===== src/common/osc_stop_cfg.svh =====
`ifndef OSC_STOP_CFG_SVH
`define OSC_STOP_CFG_SVH
// Overview of operation
// - Event timer A may count its own event pin instead of the peripheral clock.
// - Cascade event timer may count its own event pin instead of the peripheral clock.
// - Cascade timer output may clock event timer A, forming a 24-bit event counter.
// - In the 24-bit arrangement the gating timer output enables or blocks the event input.
// - main_clock_status shows 0 for internal oscillator, 1 for high-speed system clock.
// - cpu_clock_status shows 0 for main system clock, 1 for subsystem clock.

// ==========================================================================
// Register byte offsets.
`define MAIN_CLK_MODE_OFFSET 8'h00
`define PROC_CLK_CTRL_OFFSET 8'h04
`define OSC_CTRL_OFFSET 8'h08
`define EVT_CTRL_OFFSET 8'h0C

// ==========================================================================
// Field positions.
`define MAIN_SEL_BIT     0
`define MAIN_STATUS_BIT  1
`define CPU_SEL_BIT      4
`define CPU_STATUS_BIT   5
`define OSC_INT_STOP_BIT 0
`define OSC_HS_STOP_BIT  1
`define OSC_SUBSEL_BIT  2
`define EVT_A_EXT_BIT   0
`define EVT_B_EXT_BIT   1
`define EVT_CASCADE_BIT 2
`define EVT_GATE_BIT    3

// ==========================================================================
// Reset values.
`define OSC_CTRL_RESET  3'h2
`define EVT_CTRL_RESET  4'h0
`endif


===== src/common/osc_stop_pkg.sv =====
package osc_stop_pkg;
  // AXI response code.
  typedef enum logic [1:0] {
    RESP_OKAY   = 2'h0,
    RESP_DECERR = 2'h3
  } axi_resp_t;

  // Register address field of the bus.
  typedef logic [7:0] reg_addr_t;
endpackage : osc_stop_pkg


===== src/verilog/oscillator_stop_interlock.sv =====
`include "osc_stop_cfg.svh"

module oscillator_stop_interlock (
  input  wire  logic                   aclk,              // System clock, 125 MHz.
  input  wire  logic                   aresetn,           // Synchronous reset, active low.
  input  wire  logic                   ce,                // Clock enable; state freezes while low.
  input  wire  logic                   awvalid,           // Write address valid.
  output logic                         awready,           // Write address ready.
  input  wire  osc_stop_pkg::reg_addr_t awaddr,           // Write byte address.
  input  wire  logic                   wvalid,            // Write data valid.
  output logic                         wready,            // Write data ready.
  input  wire  logic [31:0]            wdata,             // Write data.
  input  wire  logic [3:0]             wstrb,             // Write byte strobes.
  output logic                         bvalid,            // Write response valid.
  input  wire  logic                   bready,            // Write response ready.
  output osc_stop_pkg::axi_resp_t      bresp,             // Write response code.
  input  wire  logic                   arvalid,           // Read address valid.
  output logic                         arready,           // Read address ready.
  input  wire  osc_stop_pkg::reg_addr_t araddr,           // Read byte address.
  output logic                         rvalid,            // Read data valid.
  input  wire  logic                   rready,            // Read data ready.
  output logic [31:0]                  rdata,             // Read data.
  output osc_stop_pkg::axi_resp_t      rresp,             // Read response code.
  input  wire  logic                   periph_tick,       // Peripheral hardware clock tick.
  input  wire  logic                   event_timer_a_input_pin, // Event pin of timer A.
  input  wire  logic                   event_timer_b_input_pin, // Event pin of cascade timer.
  input  wire  logic                   cascade_event_timer_out, // Cascade timer output pulse.
  input  wire  logic                   gating_timer_out,  // Gating timer output level.
  output logic                         timer_a_count,     // Count pulse to timer A.
  output logic                         timer_b_count,     // Count pulse to cascade timer.
  output logic                         internal_osc_en,   // Internal high-speed oscillator run.
  output logic                         high_speed_clk_en, // Crystal and external input enable.
  output logic                         subsystem_osc_en,  // Subsystem crystal run.
  output logic                         main_clock_status, // 1 when main clock is high-speed.
  output logic                         cpu_clock_status   // 1 when CPU runs on subsystem.
);
  import osc_stop_pkg::*;

  // ========================================================================
  // Bus state.
  logic        aw_full_reg, w_full_reg;
  reg_addr_t   aw_addr_reg;
  logic [31:0] w_data_reg;
  logic [3:0]  w_strb_reg;
  logic        awready_reg, wready_reg, bvalid_reg, arready_reg, rvalid_reg;
  axi_resp_t   bresp_reg, rresp_reg;
  logic [31:0] rdata_reg;

  // Control and status registers.
  logic       main_sel_reg, cpu_sel_reg;
  logic [2:0] osc_ctrl_reg;
  logic [3:0] evt_ctrl_reg;
  logic       main_status_reg, cpu_status_reg;
  logic       int_osc_en_reg, hs_clk_en_reg;

  // Pin synchronisers and edge stage.
  logic [2:0] pin_a_sync_reg, pin_b_sync_reg;
  logic       count_a_reg, count_b_reg;

  // Word index check for a byte address.
  function automatic logic is_reg(input reg_addr_t a, input reg_addr_t off);
    is_reg = (a[7:2] == off[7:2]);
  endfunction : is_reg

  // Whether an address lands on a mapped register.
  function automatic logic is_mapped(input reg_addr_t a);
    is_mapped = is_reg(a, `MAIN_CLK_MODE_OFFSET) | is_reg(a, `PROC_CLK_CTRL_OFFSET) |
                is_reg(a, `OSC_CTRL_OFFSET) | is_reg(a, `EVT_CTRL_OFFSET);
  endfunction : is_mapped

  // ========================================================================
  // Write channel capture; address and data are taken in either order.
  wire aw_take   = awvalid & awready_reg;
  wire w_take    = wvalid & wready_reg;
  wire aw_have   = aw_full_reg | aw_take;
  wire w_have    = w_full_reg | w_take;
  wire wr_fire   = aw_have & w_have & ~bvalid_reg;
  wire b_done    = bvalid_reg & bready;
  wire reg_addr_t wr_addr = aw_full_reg ? aw_addr_reg : awaddr;
  wire [31:0]  wr_data    = w_full_reg ? w_data_reg : wdata;
  wire [3:0]   wr_strb    = w_full_reg ? w_strb_reg : wstrb;
  wire aw_full_next = aw_have & ~wr_fire;
  wire w_full_next  = w_have & ~wr_fire;
  wire bvalid_next  = wr_fire | (bvalid_reg & ~bready);

  // Register write strobes; all fields sit in byte lane 0.
  wire lane0   = wr_fire & wr_strb[0];
  wire wr_main_mode = lane0 & is_reg(wr_addr, `MAIN_CLK_MODE_OFFSET);
  wire wr_proc_ctrl = lane0 & is_reg(wr_addr, `PROC_CLK_CTRL_OFFSET);
  wire wr_osc  = lane0 & is_reg(wr_addr, `OSC_CTRL_OFFSET);
  wire wr_evt  = lane0 & is_reg(wr_addr, `EVT_CTRL_OFFSET);

  always_ff @(posedge aclk) begin
    if (!aresetn) begin
      aw_full_reg <= 1'b0;
      w_full_reg  <= 1'b0;
      awready_reg <= 1'b0;
      wready_reg  <= 1'b0;
      bvalid_reg  <= 1'b0;
      bresp_reg   <= RESP_OKAY;
    end else if (ce) begin
      aw_full_reg <= aw_full_next;
      w_full_reg  <= w_full_next;
      awready_reg <= ~aw_full_next & ~bvalid_next;
      wready_reg  <= ~w_full_next & ~bvalid_next;
      bvalid_reg  <= bvalid_next;
      if (wr_fire) begin
        bresp_reg <= is_mapped(wr_addr) ? RESP_OKAY : RESP_DECERR;
      end
    end
  end

  // Holding registers for a channel taken before its partner.
  always_ff @(posedge aclk) begin
    if (!aresetn) begin
      aw_addr_reg <= 8'h00;
      w_data_reg  <= 32'h0000_0000;
      w_strb_reg  <= 4'h0;
    end else if (ce) begin
      if (aw_take) aw_addr_reg <= awaddr;
      if (w_take) begin
        w_data_reg <= wdata;
        w_strb_reg <= wstrb;
      end
    end
  end

  // ========================================================================
  // Read channel; data are answered the cycle after the address is taken.
  wire ar_take = arvalid & arready_reg;
  wire rvalid_next = ar_take | (rvalid_reg & ~rready);
  wire [31:0] rd_word =
    is_reg(araddr, `MAIN_CLK_MODE_OFFSET) ?
      (32'(main_status_reg) << `MAIN_STATUS_BIT) | (32'(main_sel_reg) << `MAIN_SEL_BIT) :
    is_reg(araddr, `PROC_CLK_CTRL_OFFSET) ?
      (32'(cpu_status_reg) << `CPU_STATUS_BIT) | (32'(cpu_sel_reg) << `CPU_SEL_BIT) :
    is_reg(araddr, `OSC_CTRL_OFFSET) ? 32'(osc_ctrl_reg) :
    is_reg(araddr, `EVT_CTRL_OFFSET) ? 32'(evt_ctrl_reg) : 32'h0000_0000;

  always_ff @(posedge aclk) begin
    if (!aresetn) begin
      arready_reg <= 1'b0;
      rvalid_reg  <= 1'b0;
      rdata_reg   <= 32'h0000_0000;
      rresp_reg   <= RESP_OKAY;
    end else if (ce) begin
      arready_reg <= ~rvalid_next;
      rvalid_reg  <= rvalid_next;
      if (ar_take) begin
        rdata_reg <= rd_word;
        rresp_reg <= is_mapped(araddr) ? RESP_OKAY : RESP_DECERR;
      end
    end
  end

  // ========================================================================
  // Source selects; a select takes effect only once its target clock runs, except that the CPU returns to the main clock at once.
  wire main_status_next = (main_sel_reg & ~osc_ctrl_reg[`OSC_HS_STOP_BIT]) ? 1'b1 :
                          (~main_sel_reg & ~osc_ctrl_reg[`OSC_INT_STOP_BIT]) ? 1'b0 :
                          main_status_reg;
  wire cpu_status_next  = (cpu_sel_reg & osc_ctrl_reg[`OSC_SUBSEL_BIT]) ? 1'b1 :
                          ~cpu_sel_reg ? 1'b0 : cpu_status_reg;

  always_ff @(posedge aclk) begin
    if (!aresetn) begin
      main_sel_reg    <= 1'b0;
      cpu_sel_reg     <= 1'b0;
      osc_ctrl_reg    <= `OSC_CTRL_RESET;
      evt_ctrl_reg    <= `EVT_CTRL_RESET;
      main_status_reg <= 1'b0;
      cpu_status_reg  <= 1'b0;
      // Enable flops mirror the reset stop bits so the pins come from flops.
      int_osc_en_reg  <= ~1'(`OSC_CTRL_RESET >> `OSC_INT_STOP_BIT);
      hs_clk_en_reg   <= ~1'(`OSC_CTRL_RESET >> `OSC_HS_STOP_BIT);
    end else if (ce) begin
      if (wr_main_mode) main_sel_reg <= wr_data[`MAIN_SEL_BIT];
      if (wr_proc_ctrl) cpu_sel_reg <= wr_data[`CPU_SEL_BIT];
      if (wr_osc) begin
        osc_ctrl_reg   <= wr_data[2:0];
        int_osc_en_reg <= ~wr_data[`OSC_INT_STOP_BIT];
        hs_clk_en_reg  <= ~wr_data[`OSC_HS_STOP_BIT];
      end
      if (wr_evt) evt_ctrl_reg <= wr_data[3:0];
      main_status_reg <= main_status_next;
      cpu_status_reg  <= cpu_status_next;
    end
  end

  // ========================================================================
  // Event count clock selection.
  wire edge_a = pin_a_sync_reg[1] & ~pin_a_sync_reg[2];
  wire edge_b = pin_b_sync_reg[1] & ~pin_b_sync_reg[2];
  wire cascade_on = evt_ctrl_reg[`EVT_CASCADE_BIT];
  wire gate_open = ~(cascade_on & evt_ctrl_reg[`EVT_GATE_BIT]) | gating_timer_out;
  wire count_b_next = evt_ctrl_reg[`EVT_B_EXT_BIT] ? (edge_b & gate_open) : periph_tick;
  wire count_a_next = cascade_on ? cascade_event_timer_out :
                      evt_ctrl_reg[`EVT_A_EXT_BIT] ? edge_a : periph_tick;

  always_ff @(posedge aclk) begin
    if (!aresetn) begin
      pin_a_sync_reg <= 3'h0;
      pin_b_sync_reg <= 3'h0;
      count_a_reg    <= 1'b0;
      count_b_reg    <= 1'b0;
    end else if (ce) begin
      pin_a_sync_reg <= {pin_a_sync_reg[1:0], event_timer_a_input_pin};
      pin_b_sync_reg <= {pin_b_sync_reg[1:0], event_timer_b_input_pin};
      count_a_reg    <= count_a_next;
      count_b_reg    <= count_b_next;
    end
  end

  // ========================================================================
  // Output drive.
  assign awready           = awready_reg;
  assign wready            = wready_reg;
  assign bvalid            = bvalid_reg;
  assign bresp             = bresp_reg;
  assign arready           = arready_reg;
  assign rvalid            = rvalid_reg;
  assign rdata             = rdata_reg;
  assign rresp             = rresp_reg;
  assign timer_a_count     = count_a_reg;
  assign timer_b_count     = count_b_reg;
  assign internal_osc_en   = int_osc_en_reg;
  assign high_speed_clk_en = hs_clk_en_reg;
  assign subsystem_osc_en  = osc_ctrl_reg[`OSC_SUBSEL_BIT];
  assign main_clock_status = main_status_reg;
  assign cpu_clock_status  = cpu_status_reg;

  // ========================================================================
  // Checks on the count paths and status bits.
  a_timer_a_pin: assert property (@(posedge aclk) disable iff (!aresetn)
    ce && !cascade_on && evt_ctrl_reg[`EVT_A_EXT_BIT] ##1 ce |-> timer_a_count == $past(edge_a))
    else $error("Timer A count does not follow its event pin.");
  a_timer_b_pin: assert property (@(posedge aclk) disable iff (!aresetn)
    ce && evt_ctrl_reg[`EVT_B_EXT_BIT] && gate_open && edge_b |=> timer_b_count)
    else $error("Cascade timer missed an event pin edge.");
  a_cascade_path: assert property (@(posedge aclk) disable iff (!aresetn)
    ce && cascade_on && cascade_event_timer_out |=> timer_a_count)
    else $error("Cascade output did not reach timer A.");
  a_gate_blocks: assert property (@(posedge aclk) disable iff (!aresetn)
    ce && cascade_on && evt_ctrl_reg[`EVT_B_EXT_BIT] && evt_ctrl_reg[`EVT_GATE_BIT]
      && !gating_timer_out |=> !timer_b_count)
    else $error("Closed gate let an event through.");
  a_main_status: assert property (@(posedge aclk) disable iff (!aresetn)
    ce && main_sel_reg && high_speed_clk_en |=> main_clock_status)
    else $error("Main status did not move to high-speed clock.");
  a_cpu_status: assert property (@(posedge aclk) disable iff (!aresetn)
    ce && !cpu_sel_reg |=> !cpu_clock_status)
    else $error("CPU status did not return to main clock.");
  a_ce_freeze: assert property (@(posedge aclk) disable iff (!aresetn)
    !ce |=> $stable({timer_a_count, timer_b_count, main_clock_status, cpu_clock_status, awready, rvalid}))
    else $error("State moved while clock enable was low.");
  c_write_done: cover property (@(posedge aclk) disable iff (!aresetn) wr_fire ##[1:4] b_done);
  c_cascade: cover property (@(posedge aclk) disable iff (!aresetn) cascade_on && timer_a_count);
  c_to_sub: cover property (@(posedge aclk) disable iff (!aresetn) $rose(cpu_clock_status));
endmodule : oscillator_stop_interlock

===== config.mk =====
export PLATFORM = sky130hd
export DESIGN_NAME = oscillator_stop_interlock
export DESIGN_NICKNAME = d
export VERILOG_FILES = /design/src/common/osc_stop_pkg.sv /design/src/verilog/oscillator_stop_interlock.sv
export VERILOG_INCLUDE_DIRS = /design/src /design/src/common
export SDC_FILE = /design/constraint.sdc
export NUM_CORES = 1
export LEC_CHECK = 0
export ABC_AREA = 1
export BUFFER_PORTS_ARGS = -buffer_cell sky130_fd_sc_hd__buf_2
export CAP_MARGIN = 0
export CORE_UTILIZATION = 43
export DETAILED_ROUTE_END_ITERATION = 8
export PLACE_DENSITY = 0.79
export SLEW_MARGIN = 20
export SYNTH_ARGS = -nofsm -noshare
export SYNTH_HDL_FRONTEND = slang
export SYNTH_SLANG_ARGS = --single-unit

===== constraint.sdc =====
create_clock -name aclk -period 1.5 [get_ports aclk]
set_input_delay 0 -clock aclk [delete_from_list [all_inputs] [get_ports aclk]]
set_output_delay 0 -clock aclk [all_outputs]
set_load 0.01 [all_outputs]

==> impl_metrics.csv, run 1 <==
group,metric,value,unit
hold_path,min_path_type,"input port to flip-flop",
synth,yosysUniqueCellTypes,28,
global_route,antenna_found_initial,0,
detailed_routing,drtIter0Drc,158,
synth,yosys_warnings,0,
sta,timing.final.hold_violations,1,
detailed_routing,drt_wl_total,5.19,mm
pwr,power_density,932,nW/um^2
pwr,peakVddDrop,0.443,mV
floorplan,io-pin-count,113,
synth,netlist_area,2420,um^2
place,place_congestion,0.842,
place,dp_hpwl,3.80,mm
synth,synth_seq_cells,48,
clock_network,path_clk_slew,0.09,ns
place,port_buffers,52,
worst_setup_path,slowest_delay,0.38,ns
worst_setup_path,worst_path_max_delay_cell,"dfxtp_1",
worst_setup_path,arrival,1.52,ns
floorplan,die_w,77.0,um
finish,syn_to_final_growth,16.0,%
clock_network,clk-insertion-delay-late,0.30,ns
sta,drv_slew,0,
sta,max_freq,759,MHz
finish,final_cell_mix,"buf_2, dfxtp_1, nand2_1",
sta,fin_tns_setup,0,ns
detailed_routing,num_vias,2238,
floorplan,fp.dieH,77.0,um
worst_setup_path,crit_fanout,10,
worst_setup_path,crit_required,1.70,ns
sta,setup_slack,0.182,ns
finish,drive_gt1_share,21.3,%
status,outcome,"finished, violations left",
worst_setup_path,worstPathCellList,"inv_2 > nand2_1 > nand3_2 > nor2_4 > nand4_1 > nand2_1 > nor2_1",
pwr,p_leak,1.27,nW
global_route,grt_pass1_vias,2037,
place,post-place-ws,0.141,ns
worst_setup_path,crit_family,"simple AND/OR/NAND/NOR gates",
global_route,grt_pass1_wl,8.83,mm
global_route,grt.total_usage,18.4,%
synth,yosysSeqAreaShare,39.7,%
clock_network,cts_sinks,48,
clock_network,post_cts_buffers,0,
detailed_routing,drt_pre_antenna_iters,4,
finish,instances_no_fill,459,
floorplan,fp.coreArea,5270,um^2
worst_setup_path,worst_setup_path_end_kind,"flip-flop",
worst_setup_path,cpMostUsedCell,"nand2_1",
clock_network,h-tree-depth,2,
synth,synthesis.instances,332,
detailed_routing,wl_per_cell,11.3,um
synth,synth_top_cell_by_area,"dfxtp_1",
detailed_routing,ant_nets,0,
place,dp.cells,444,
synth,yosys.area.top_type_share,39.7,%
synth,syn_avg_cell_area,7.29,um^2
floorplan,start_util,45.9,%
floorplan,rows,26,
finish,nets,453,
global_route,grt-ovfl-total,0,
clock_network,cts_max_path_buffers,2,
detailed_routing,viasPerCell,4.88,
sta,final.min_clock_period,1.32,ns
sta,setup_violations,0,
sta,rsz0062_at_grt,"false",
detailed_routing,drc,0,
global_route,grt_max_degree,27,
floorplan,dieArea,5930,um^2
job,maxCapViolations,0,
pwr,power,2.62,mW
synth,synth.area.top_cells,"dfxtp_1, buf_4, a21oi_1",
status,violations,"hold timing",
finish,fillCellCount,526,
clock_network,cts_tree,"yes",
sta,worst_clock_skew,0.0145,ns
finish,antennaDiodeCount,0,
clock_network,cts_buffers,5,
worst_setup_path,worstSetupStartpointType,"flip-flop",
sta,post-route-period-util,87.9,%
finish,final_common_cell,"buf_2",
worst_setup_path,path_buf_inv,1,
worst_setup_path,criticalPathCategory,"flip-flop to flip-flop",
clock_network,root_buffer,"clkbuf_8",
sta,holdWs,-0.00272,ns
logic make-up (layout without fill, tap and decap cells):
logic type / Yosys count / after routing / share of synthesized area [%]
and+or+nand+nor: 135 / 135 / 27.2
DFF: 48 / 48 / 39.7
buffers and inverters: 71 / 103 / 16.2
other: 1 / 26 / 0.155
AOI/OAI and AO/OA: 77 / 77 / 16.7
timing repair:
item	4_1_cts	5_1_grt
hold buffers	7	0
resized for setup	0	2
endpoints found under the hold margin	7	0
setup endpoints to repair	0	5
worst register-to-register path: cells and delay by family, from the launching register on:
family                 cells  cell delay, ns
buffers and inverters      1            0.10
DFF                        1            0.38
and+or+nand+nor            6            0.74
per-stage QoR:
| stage | util, % | area, um^2 |
|---|---|---|
| floorplan | - | 2510 |
| global placement | 49.8 | 2630 |
| detailed placement | 49.8 | 2630 |
| CTS | 53.2 | 2800 |
| global route | 53.3 | 2810 |
| finish | 53.3 | 2810 |
report_power, final:
group	switching, mW	internal (mW)
combinational	0.227	0.122
sequential	0.0235	1.32
clock	0.430	0.495
total	0.681	1.94
final timing paths:
check                      from           endpoint  slack, ns  cells after the start
hold reg to reg   w_strb_reg[0]      w_strb_reg[0]       0.45                      2
hold / removal         wstrb[0]      w_strb_reg[0]     -0.003                      3
setup reg to reg    aw_full_reg  high_speed_clk_en       0.18                      7
setup / recovery    aw_full_reg  high_speed_clk_en       0.18                      7
final cells by class:
type                    instances  area, um^2  area share, %
multi-input cells             238        1170           41.6
inverters                      31         116           4.14
clock inverters                 2        35.0           1.25
flip-flops and latches         48         962           34.3
repair buffers                 64         368           13.1
well taps                      70        87.6           3.12
clock buffers                   6        72.6           2.58
metal layers:
metal | global-route usage (%) | wire [um] | vias up
li1 | - | - | 1152
met1 | 22.7 | 2480 | 1010
met2 | 30.4 | 2390 | 69
met3 | 4.05 | 241 | 7
met4 | 8.49 | 82 | 0
met5 | 0 | 0 | -
synth_stat cells:
cell      count
inv_1        28
o21ai_0      34
nor3b_1       1
nand4_1      17
conb_1        1
o211ai_1      2
buf_2         4
nor2_4        4
clkinv_1      1
nand3_1      10
nand3_2       4
a31oi_1       2
clkbuf_1      5
nand3b_1      3
o31ai_1       2
a21oi_1      34
nor2_1       42
buf_6         1
o21a_1        2
buf_4        30
nand2_2       5
nor2_2        2
o21bai_1      1
inv_2         2
dfxtp_1      48
nand4_2       1
nor3_1        1
nand2_1      45
Power figures use the tool's default switching activity.
==> run 2: changes to the inputs <==
- CORE_UTILIZATION: 43 -> 47
- PLACE_DENSITY: 0.79 -> 0.85
==> run 2 against run 1 <==
Effect of this change:
- the run now ends clean
- clock skew is 0.0063 ns lower
- cell area is 3.7% higher
- sequential power barely moved
- hold slack better by 0.011 ns
- worst setup slack lost 0.088 ns
- die area decreased by 8.3%
- flip-flop and latch count is the same
- largest power group unchanged
==> impl_metrics.csv, run 2 (synthesis results as in run 1) <==
group,metric,value,unit
status,outcome,"finished, final reports clean",
finish,drive_gt1_share,21.6,%
global_route,grt_pass1_wl,8.60,mm
place,placed_area,2640,um^2
detailed_routing,viasPerCell,4.91,
sta,timing.final.hold_violations,0,
floorplan,fp.dieH,73.8,um
global_route,grt_max_degree,37,
global_route,grt_pass1_vias,2080,
place,dp_hpwl,3.82,mm
hold_path,worstHoldPathCells,3,
finish,antennaDiodeCount,0,
finish,final_cell_mix,"buf_2, dfxtp_1, nand2_1",
place,place_congestion,0.847,
pwr,peakVddDrop,0.619,mV
floorplan,io-pin-count,113,
worst_setup_path,crit_fanout,13,
clock_network,path_clk_slew,0.09,ns
hold_path,holdCritStartpoint,"cascade_event_timer_out",
global_route,grt.total_usage,20.5,%
clock_network,root_buffer,"clkbuf_8",
clock_network,cts_max_path_buffers,2,
clock_network,clk-insertion-delay-late,0.31,ns
finish,instances_no_fill,466,
floorplan,rows,25,
detailed_routing,drtIter0Drc,148,
pwr,p_leak,1.31,nW
detailed_routing,num_vias,2290,
detailed_routing,drt_pre_antenna_iters,5,
detailed_routing,drt_wl_total,5.13,mm
finish,final_common_cell,"buf_2",
place,port_buffers,52,
global_route,antenna_found_initial,0,
sta,setup_violations,0,
detailed_routing,ant_nets,0,
sta,setup_slack,0.0942,ns
job,maxCapViolations,0,
clock_network,cts_buffers,5,
clock_network,h-tree-depth,2,
clock_network,cts_tree,"yes",
worst_setup_path,worstSetupStartpointType,"input port",
worst_setup_path,criticalPathCategory,"input port to flip-flop",
finish,design_area,2910,um^2
pwr,power,2.69,mW
hold_path,min_path_type,"input port to flip-flop",
detailed_routing,wl_per_cell,11.0,um
worst_setup_path,crit_required,1.68,ns
worst_setup_path,r2r_cells,7,
worst_setup_path,critPathLaunch,"ce",
pwr,power_density,923,nW/um^2
sta,drv_slew,0,
worst_setup_path,r2r-start,"aw_full_reg",
detailed_routing,drc,0,
floorplan,start_util,49.9,%
sta,post-route-period-util,93.7,%
finish,nets,463,
global_route,grt-ovfl-total,0,
sta,max_freq,711,MHz
place,dp.cells,443,
place,post-place-ws,0.0979,ns
sta,final.min_clock_period,1.41,ns
finish,syn_to_final_growth,20.4,%
floorplan,dieArea,5440,um^2
floorplan,fp.coreArea,4850,um^2
worst_setup_path,arrival,1.59,ns
clock_network,cts_sinks,48,
floorplan,die_w,73.8,um
sta,worst_clock_skew,0.00819,ns
worst_setup_path,worst_setup_path_end_kind,"flip-flop",
sta,rsz0062_at_grt,"true",
-- run 2: cell count changes in the layout (fill, tap and decap cells not counted), sizes merged --
cell,change
buf,+2
dlygate4sd3,+8
-- run 2: report_power, final --
group / switching [mW] / leakage (nW) / internal, mW
Clock: 0.435 / 0.0614 / 0.545
Sequential: 0.0239 / 0.392 / 1.32
Combinational: 0.228 / 0.861 / 0.139
Total: 0.688 / 1.31 / 2.00
-- run 2: routing by layer --
metal	vias up	global-route usage, %	wire (um)
met5	-	0	0
met4	0	7.69	99
met3	12	5.21	268
met2	77	37.3	2560
met1	1023	22.7	2210
li1	1178	-	-
-- run 2: layout make-up --
| class | instances | area, um^2 |
|---|---|---|
| fillers | 442 | 1930 |
| multi-input cells | 238 | 1170 |
| flip-flops and latches | 48 | 962 |
| repair buffers | 74 | 463 |
| inverters | 31 | 116 |
| well taps | 67 | 83.8 |
| clock buffers | 6 | 82.6 |
| clock inverters | 2 | 38.8 |
-- run 2: path summary, 6_finish.rpt --
kind                                         to  slack [ns]
worst max-delay path              w_data_reg[1]        0.09
worst min register to register   aw_addr_reg[6]        0.45
worst min-delay path              timer_a_count       0.009
worst max register to register  osc_ctrl_reg[0]        0.16
-- run 2: per-stage QoR --
| stage | util, % | hold WS (ns) | setup TNS [ns] |
|---|---|---|---|
| final | 60.1 | 0.00856 | 0 |
| after global routing | 60.1 | 0.0116 | -0.400 |
| after CTS | 60.0 | 0.00362 | 0 |
| after detailed placement | 54.4 | 0.244 | 0 |
| after global placement | 54.4 | 0.229 | 0 |
| after floorplan | - | 0.135 | 0 |
-- run 2: timing repair --
action | 4_1_cts | 5_1_grt
gates resized for setup | 0 | 2
hold buffers | 15 | 0
setup endpoints to repair | 0 | 22
hold endpoints to repair | 16 | 0
buffers inserted | 0 | 0
-- run 2: critical path, cell delays in order --
cell and delay [ns]:
dlygate4sd3_1 0.52, buf_2 0.18, buf_4 0.20, nand3_1 0.33, o21ai_0 0.29, a21oi_1 0.06
